--- config.mk ---
export PLATFORM = sky130hd
export DESIGN_NAME = gpb_port
export DESIGN_NICKNAME = d
export VERILOG_FILES = /design/src/common/gpb_pkg.sv /design/src/hdl/gpb_port.sv
export SDC_FILE = /design/constraint.sdc
export NUM_CORES = 1
export LEC_CHECK = 0
export BUFFER_PORTS_ARGS = -buffer_cell sky130_fd_sc_hd__buf_2
export CORE_ASPECT_RATIO = 0.6
export CORE_UTILIZATION = 55
export CTS_BUF_LIST = sky130_fd_sc_hd__clkbuf_4
export CTS_CLUSTER_DIAMETER = 120
export CTS_CLUSTER_SIZE = 16
export DETAILED_ROUTE_END_ITERATION = 10
export GPL_ROUTABILITY_DRIVEN = 0
export PLACE_DENSITY = 0.88
export REMOVE_ABC_BUFFERS = 1
export SLEW_MARGIN = 20
export SYNTH_ARGS = -nofsm -noshare
export SYNTH_HDL_FRONTEND = slang
export SYNTH_SLANG_ARGS = --single-unit
--- constraint.sdc ---
create_clock -name aclk -period 3.58 [get_ports aclk]
set_input_delay 0.358 -clock aclk [delete_from_list [all_inputs] [get_ports aclk]]
set_output_delay 0.358 -clock aclk [all_outputs]
set_load 0.01 [all_outputs]
--- src/common/gpb_pkg.sv ---
package gpb_pkg;
   // register byte offsets
   localparam logic [7:0] OFF_DATA   = 8'h00;
   localparam logic [7:0] OFF_DIR    = 8'h04;
   localparam logic [7:0] OFF_ANSEL  = 8'h08;
   localparam logic [7:0] OFF_WPU    = 8'h0C;
   localparam logic [7:0] OFF_IOC    = 8'h10;
   localparam logic [7:0] OFF_CTRL   = 8'h14;
   // implemented bit masks
   localparam logic [7:0] MASK_LARGE = 8'hF3;
   localparam logic [7:0] MASK_SMALL = 8'h03;
   localparam logic [7:0] MASK_WPU   = 8'hF2;
   localparam logic [7:0] MASK_ANSEL = 8'h72;
   localparam logic [7:0] MASK_PERIPH = 8'h93;
   // reset values
   localparam logic [7:0] RST_DIR    = 8'hFF;
   localparam logic [7:0] RST_ANSEL  = 8'hFF;
   localparam logic [7:0] RST_WPU    = 8'hFF;
   localparam logic [7:0] RST_IOC    = 8'h00;
   localparam logic [7:0] RST_LATCH  = 8'h00;
   localparam logic       RST_PU_DIS = 1'b1;
   // control register fields and the open-drain pin index
   localparam int CTRL_PU_DIS = 0;
   localparam int CTRL_FLAG   = 1;
   localparam int OD_PIN      = 0;
   // bus answers
   localparam logic [1:0] RESP_OKAY   = 2'b00;
   localparam logic [1:0] RESP_SLVERR = 2'b10;
   localparam logic [31:0] ZERO32     = 32'h0000_0000;

   typedef struct packed {
      logic        awvalid;
      logic [7:0]  awaddr;
      logic        wvalid;
      logic [31:0] wdata;
      logic [3:0]  wstrb;
      logic        bready;
      logic        arvalid;
      logic [7:0]  araddr;
      logic        rready;
   } gpb_axi_req_t;

   typedef struct packed {
      logic        awready;
      logic        wready;
      logic        bvalid;
      logic [1:0]  bresp;
      logic        arready;
      logic        rvalid;
      logic [31:0] rdata;
      logic [1:0]  rresp;
   } gpb_axi_rsp_t;

   typedef struct packed {
      logic [7:0] en;
      logic [7:0] val;
   } gpb_periph_t;
endpackage

--- src/hdl/gpb_port.sv ---
//Contract
//RULE_01: direction bit one turns the pin driver off, pin is input.
//RULE_02: direction bit zero enables driver with latch or peripheral value.
//RULE_03: data read returns sampled pins; write only loads the output latch.
//RULE_04: data writes are read-modify-write; untargeted latch bits take pin values.
//RULE_05: analog-selected pins read zero on every digital read.
//RULE_06: direction bits govern drivers even for analog pins.
//RULE_07: software keeps analog pins set as inputs.
//RULE_08: driving needs cleared direction; reads then show real pin state.
//RULE_09: analog-select bits reset to analog; software clears them for digital.
//RULE_10: per-pin change enables, all cleared at reset.
//RULE_11: per-pin weak pull-up, removed while pin is an output. Code has no pull-up on pin 0 (MASK_WPU).
//RULE_12: pull-ups disabled after reset by the global pull-up control.
//RULE_13: pin zero is open-drain, only pulls low.
//RULE_14: with several outputs enabled, highest priority function owns the pin.
//RULE_15: priority: port latch lowest, multiplexed peripheral highest on pins 0,1,4,7.
//RULE_16: output functions still drive pins in analog mode.
//RULE_17: bits 3 and 2 unimplemented, ignore writes, read zero.
//RULE_18: small package has pins 0 and 1; large adds pins 7 to 4.
//RULE_19: software avoids port use while a muxed peripheral is enabled.
//RULE_20: enabled pins compared with last-read value; mismatches set change flag. Code also reloads the compare value on data writes.
//RULE_21: pull-up on only if global allows, input, enabled, not analog.
//RULE_22: pin inputs pass a two-stage synchroniser before use.
`timescale 1ns/1ns
`default_nettype none
module gpb_port
   import gpb_pkg::*;
#(
   parameter bit LARGE_PKG = 1'b1
) (
   // clock and reset
   input  wire logic         aclk,
   input  wire logic         aresetn,
   // register bus
   input  wire gpb_axi_req_t axi_req,
   output gpb_axi_rsp_t      axi_rsp,
   // multiplexed peripheral outputs
   input  wire gpb_periph_t  periph,
   // pins
   input  wire logic [7:0]   pin_in,
   output logic [7:0]        pin_out,
   output logic [7:0]        pin_oe,
   output logic [7:0]        pullup_on,
   // change flag
   output logic              pin_change_flag
);

   localparam logic [7:0] IMPL = LARGE_PKG ? MASK_LARGE : MASK_SMALL;

   typedef struct packed {
      logic [7:0]  latch;
      logic [7:0]  dir;
      logic [7:0]  ansel;
      logic [7:0]  wpu;
      logic [7:0]  ioc;
      logic        pu_dis;
      logic        flag;
      logic [7:0]  last_rd;
      logic [7:0]  sync1;
      logic [7:0]  sync2;
      logic [7:0]  pout;
      logic [7:0]  poe;
      logic [7:0]  pull;
      logic        aw_got;
      logic        w_got;
      logic [7:0]  awaddr;
      logic [31:0] wdata;
      logic [3:0]  wstrb;
      gpb_axi_rsp_t rsp;
   } gpb_state_t;

   gpb_state_t st_reg;
   gpb_state_t st_next;

   // =================================================================
   // combinational helpers
   // =================================================================
   logic [7:0] pin_rd;
   logic [7:0] drive_val;
   logic [7:0] mismatch;

   // analog pins read zero
   // RULE_05 analog reads zero
   // RULE_08 reads show pins
   assign pin_rd = st_reg.sync2 & ~st_reg.ansel & IMPL;

   // peripheral overrides latch where enabled, on pins 0,1,4,7 only
   genvar g;
   generate
      for (g = 0; g < 8; g++) begin : g_pin
         // RULE_14 highest priority wins
         // RULE_15 peripheral above latch
         assign drive_val[g] = (MASK_PERIPH[g] & periph.en[g]) ? periph.val[g]
                                                               : st_reg.latch[g];
      end
   endgenerate

   // RULE_20 compare with last read
   assign mismatch = (st_reg.sync2 ^ st_reg.last_rd) & st_reg.ioc & ~st_reg.ansel & IMPL;

   // =================================================================
   // next state
   // =================================================================
   always_comb begin
      logic [7:0] wb;
      logic [7:0] wa;
      logic [7:0] ra;
      logic       rd_data;
      logic       wr_data;
      st_next = st_reg;
      wb      = st_reg.wdata[7:0];
      wa      = {st_reg.awaddr[7:2], 2'b00};
      ra      = {axi_req.araddr[7:2], 2'b00};
      rd_data = 1'b0;
      wr_data = 1'b0;

      // RULE_22 two-stage synchroniser
      st_next.sync1 = pin_in;
      st_next.sync2 = st_reg.sync1;

      // write channel capture, either order
      if (st_reg.rsp.awready && axi_req.awvalid) begin
         st_next.aw_got = 1'b1;
         st_next.awaddr = axi_req.awaddr;
      end
      if (st_reg.rsp.wready && axi_req.wvalid) begin
         st_next.w_got = 1'b1;
         st_next.wdata = axi_req.wdata;
         st_next.wstrb = axi_req.wstrb;
      end
      if (st_reg.rsp.bvalid && axi_req.bready) begin
         st_next.rsp.bvalid = 1'b0;
      end

      // perform the write
      if (st_reg.aw_got && st_reg.w_got && !st_reg.rsp.bvalid) begin
         st_next.aw_got     = 1'b0;
         st_next.w_got      = 1'b0;
         st_next.rsp.bvalid = 1'b1;
         st_next.rsp.bresp  = RESP_OKAY;
         if (wa == OFF_DATA) begin
            wr_data = 1'b1;
            // RULE_04 read-modify-write
            // RULE_17 unimplemented bits stay zero
            st_next.latch = (st_reg.wstrb[0] ? wb : pin_rd) & IMPL;
         end else if (wa == OFF_DIR) begin
            if (st_reg.wstrb[0]) begin
               st_next.dir = wb & IMPL;
            end
         end else if (wa == OFF_ANSEL) begin
            if (st_reg.wstrb[0]) begin
               st_next.ansel = wb & MASK_ANSEL & IMPL;
            end
         end else if (wa == OFF_WPU) begin
            if (st_reg.wstrb[0]) begin
               st_next.wpu = wb & MASK_WPU & IMPL;
            end
         end else if (wa == OFF_IOC) begin
            if (st_reg.wstrb[0]) begin
               st_next.ioc = wb & IMPL;
            end
         end else if (wa == OFF_CTRL) begin
            if (st_reg.wstrb[0]) begin
               st_next.pu_dis = wb[CTRL_PU_DIS];
               if (wb[CTRL_FLAG]) begin
                  st_next.flag = 1'b0;
               end
            end
         end else begin
            st_next.rsp.bresp = RESP_SLVERR;
         end
      end

      // read channel
      if (st_reg.rsp.rvalid && axi_req.rready) begin
         st_next.rsp.rvalid = 1'b0;
      end
      if (st_reg.rsp.arready && axi_req.arvalid) begin
         st_next.rsp.rvalid = 1'b1;
         st_next.rsp.rresp  = RESP_OKAY;
         st_next.rsp.rdata  = ZERO32;
         if (ra == OFF_DATA) begin
            rd_data = 1'b1;
            // RULE_03 read returns pins
            st_next.rsp.rdata[7:0] = pin_rd;
         end else if (ra == OFF_DIR) begin
            st_next.rsp.rdata[7:0] = st_reg.dir;
         end else if (ra == OFF_ANSEL) begin
            st_next.rsp.rdata[7:0] = st_reg.ansel;
         end else if (ra == OFF_WPU) begin
            st_next.rsp.rdata[7:0] = st_reg.wpu;
         end else if (ra == OFF_IOC) begin
            st_next.rsp.rdata[7:0] = st_reg.ioc;
         end else if (ra == OFF_CTRL) begin
            st_next.rsp.rdata[CTRL_PU_DIS] = st_reg.pu_dis;
            st_next.rsp.rdata[CTRL_FLAG]   = st_reg.flag;
         end else begin
            st_next.rsp.rresp = RESP_SLVERR;
         end
      end

      // access to data ends the mismatch
      if (rd_data || wr_data) begin
         st_next.last_rd = st_reg.sync2 & IMPL;
      end
      // RULE_20 set wins over clear
      if (|mismatch) begin
         st_next.flag = 1'b1;
      end

      st_next.rsp.awready = !st_next.aw_got && !st_next.rsp.bvalid;
      st_next.rsp.wready  = !st_next.w_got && !st_next.rsp.bvalid;
      st_next.rsp.arready = !st_next.rsp.rvalid;

      // RULE_01 input disables driver
      // RULE_02 output enables driver
      // RULE_06 direction governs analog pins
      // RULE_16 output in analog mode
      st_next.poe  = ~st_reg.dir & IMPL;
      st_next.pout = drive_val & IMPL;
      // RULE_13 open-drain pin zero
      st_next.poe[OD_PIN]  = ~st_reg.dir[OD_PIN] & ~drive_val[OD_PIN];
      st_next.pout[OD_PIN] = 1'b0;
      // RULE_11 pull-up off for outputs
      // RULE_21 pull-up qualification
      st_next.pull = {8{~st_reg.pu_dis}} & st_reg.dir & st_reg.wpu & ~st_reg.ansel & IMPL;
   end

   // =================================================================
   // state register
   // =================================================================
   always_ff @(posedge aclk) begin
      if (!aresetn) begin
         st_reg             <= '0;
         st_reg.latch       <= RST_LATCH;
         // RULE_18 package-dependent bits
         st_reg.dir         <= RST_DIR & IMPL;
         // RULE_09 analog after reset
         st_reg.ansel       <= RST_ANSEL & MASK_ANSEL & IMPL;
         st_reg.wpu         <= RST_WPU & MASK_WPU & IMPL;
         // RULE_10 change enables cleared
         st_reg.ioc         <= RST_IOC;
         // RULE_12 pull-ups globally off
         st_reg.pu_dis      <= RST_PU_DIS;
         st_reg.rsp.awready <= 1'b1;
         st_reg.rsp.wready  <= 1'b1;
         st_reg.rsp.arready <= 1'b1;
      end else begin
         st_reg <= st_next;
      end
   end

   assign axi_rsp         = st_reg.rsp;
   assign pin_out         = st_reg.pout;
   assign pin_oe          = st_reg.poe;
   assign pullup_on       = st_reg.pull;
   assign pin_change_flag = st_reg.flag;

   logic [7:0] dir_q;
   assign dir_q = st_reg.dir;
endmodule
`default_nettype wire

==> metrics.md <==
| Metric | Value |
|---|---|
| Final Hold Viols | 0 |
| CTS tree | yes |
| Ranking of synthesized cells by instance count | dfxtp_1, nand2_1, buf_4 |
| Max Clock Skew | 10.9 ps |
| Ys async rst share | 0% |
| Max FFs per register | 47 |
| Clock share of power | 29.5% |
| Ys Warns | 0 |
| Worst VDD drop | 263 µV |
| Iteration count of the initial detailed-routing pass | 5 |
| DR DRC count | 0 |
| Setup_tns | 0 ps |
| Worst R2R End | st_reg[134] |
| Antenna viol nets, final | 0 |
| Die Width | 114 µm |
| Cell family with most CP delay | simple AND/OR/NAND/NOR gates |
| Root buf cell | clkbuf_4 |
| Crit share post-route | 58.8% |
| Post-synth top flop | dfxtp_1 |
| Synthesized area | 0.00414 mm² |
| Leakage | 1.94 nW |
| Wire per inst | 13.7 µm |
| Crit path launch type | flip-flop |
| Hold WC Path Type | input pin to flip-flop |
| Drt via density | 5.09 |
| Post-CTS setup repair buffer count | 0 |
| Core Util, Final | 59.2% |
| Chip Height | 69.2 µm |
| Antenna violations before repair | 0 |
| I/O pins | 149 |
| Tightest Pin Transition | 795 ps |
| Clock Path Buffers | 2 |
| Die Area | 0.00789 mm² |
| Detailed Route Iter0 Violations | 186 |
| Int Pwr | 1.30 mW |
| Clock sinks | 91 |
| Nets | 562 |
| DP HPWL | 6060 µm |
| Switch Pwr | 0.448 mW |
| CP cell instances | or4_4 -> nor4_4 -> nor2_2 -> mux2i_1 |
| Relative slew margins | 46.6% |
| Clk_lat worst skew | 450 ps |
| Final setup viols | 0 |
| Worst reg2reg path startpoint | st_reg[80] |
| Rows | 24 |
| Flop pwr share | 61.3% |
| Largest net degree at the start of global routing | 44 |
| Comb power frac | 9.2% |
| Worst setup margin | 1470 ps |
| Yosys top cell area share | 44.0% |
| Critical path type | flip-flop to flip-flop |
| Post-synth top area cell | dfxtp_1 |
| Design Power | 1.75 mW |
| Slew Limit Fails | 0 |
| CP max stage delay | 620 ps |
| Dpl ws | 1500 ps |
| GRT overflow | 0 |
| Routed vias | 2,984 |
| Slowest-stage cell, CP | nor4_4 |
| Syn Inst Count | 448 |
| Post-synth EDFFs | 0 |
| First-pass GRT wire length | 12,800 µm |
| Initial Utilization | 57.0% |
| Vias in the first global route | 2,751 |
| Antenna diode count | 0 |
| Min-Delay Startpoint | pin_in[0] |
| Sequential-to-total area share from yosys stat | 44.0% |
| Max-cap violations | 0 |
| R2r setup slk | 1470 ps |
| Tmin final | 2110 ps |
| Sw Ratio | 25.6% |
| Unrepaired setup endpoints after global routing | no |
| Top-count cell post-synth | dfxtp_1 |
| Core area | 0.00727 mm² |
| Synth Area per Inst | 9.24 µm² |
| Critical path required time | 3910 ps |
| Worst Setup End Kind | flip-flop |
| Yosys cell types | 44 |
| Layout area overhead | 3.90% |
| H-tree depth | 3 |
| Main area contributors after synthesis | dfxtp_1, buf_4, mux2i_1, nand2_1, nor2b_1 |
| Fmax | 475 MHz |
| CTS Hold Bufs | 0 |
| Post-Route WL | 8060 µm |
| Status | completed |
| Post-CTS sizing | 0 |
| CP Buf/Inv Count | 0 |
| Clk slew on worst S/H paths | 130 ps |
| Hold path depth | 2 |
| Worst-path maximum fanout | 7 |
| Crit path DAT | 2440 ps |
| IO Port Bufs | 69 |
| P per Cell Area | 407 mW/mm² |
| CTS buffer count | 9 |
| WHS Endpoint | st_next[111] |
| R2R cell count | 4 |
| Post-synthesis register bit count | 91 |
| GRT Total Usage | 21.3% |
| Share of layout cells above drive strength 1 | 18.9% |
layer usage:
layer / share of wire [%] / global-route usage (%)
met1: 47 / 28.1
met2: 45 / 32.1
met3: 6.0 / 6.29
met4: 1.6 / 9.81
met5: 0 / 0
through the flow:
stage	hold slack, ps	cell area (µm²)	instances
6_report	102	4300	586
5_1_grt	91.2	4300	586
4_1_cts	81.1	4300	586
3_5_place_dp	422	4190	572
3_3_place_gp	417	4190	572
2_1_floorplan	412	3700	397
logic make-up (layout without fill, tap and decap cells):
family / Yosys count / after routing / synth area share, %
multiplexers: 44 / 44 / 10.7
other: 1 / 36 / 0.0906
XOR/XNOR: 6 / 6 / 1.27
buffers and inverters: 92 / 91 / 14.4
flip-flops: 91 / 91 / 44.0
AND/OR/NAND/NOR: 161 / 161 / 20.7
AO/OA/AOI/OAI: 53 / 53 / 8.80
final cells by class:
cell class / instances / area [µm²]
fill: 678 / 2970
multi-input combinational: 300 / 1850
sequential: 91 / 1820
timing repair buffer: 71 / 360
tap: 104 / 130
clock buffer: 9 / 67.6
clock inverter: 5 / 46.3
inverter: 6 / 22.5
layout by cell type, fill, tap and decap left out, types with 3 or more instances in the layout:
| cell | synthesis | final |
|---|---|---|
| a21boi_0 | 15 | 15 |
| nor2_1 | 7 | 7 |
| nor3b_1 | 5 | 5 |
| nand3b_1 | 4 | 4 |
| dfxtp_1 | 91 | 91 |
| inv_1 | 6 | 6 |
| mux2_2 | 3 | 3 |
| nand2_1 | 75 | 75 |
| nor3_1 | 9 | 9 |
| buf_2 | 0 | 69 |
| nand2b_1 | 6 | 6 |
| a21oi_1 | 5 | 5 |
| and2_1 | 15 | 15 |
| conb_1 | 1 | 36 |
| clkinv_1 | 0 | 3 |
| o21ai_0 | 13 | 13 |
| nor2b_1 | 22 | 22 |
| a211oi_1 | 7 | 7 |
| mux2i_1 | 41 | 41 |
| clkbuf_4 | 0 | 9 |
| a221oi_1 | 3 | 3 |
| xor2_1 | 6 | 6 |
power by group through the flow:
stage / sequential (mW) / clock, mW / combinational, mW
floorplan: 1.09 / 0 / 0.0896
global placement: 1.09 / 0 / 0.155
detailed placement: 1.10 / 0 / 0.161
CTS: 1.07 / 0.527 / 0.162
global route: 1.08 / 0.564 / 0.181
finish: 1.07 / 0.516 / 0.162
worst max path at each step:
| stage | start | to | slack, ps | depth (start not counted) |
|---|---|---|---|---|
| detailed placement | axi_req[4] | st_reg[134] | 1500 | 5 |
| finish | st_reg[80] | st_reg[134] | 1470 | 4 |
| global placement | st_reg[80] | st_reg[134] | 1550 | 4 |
| floorplan | st_reg[80] | st_reg[137] | 1700 | 4 |
| CTS | st_reg[80] | st_reg[134] | 1480 | 4 |
| global route | st_reg[80] | st_reg[133] | 1400 | 4 |
Note: power is estimated with default switching activity, not from simulation.
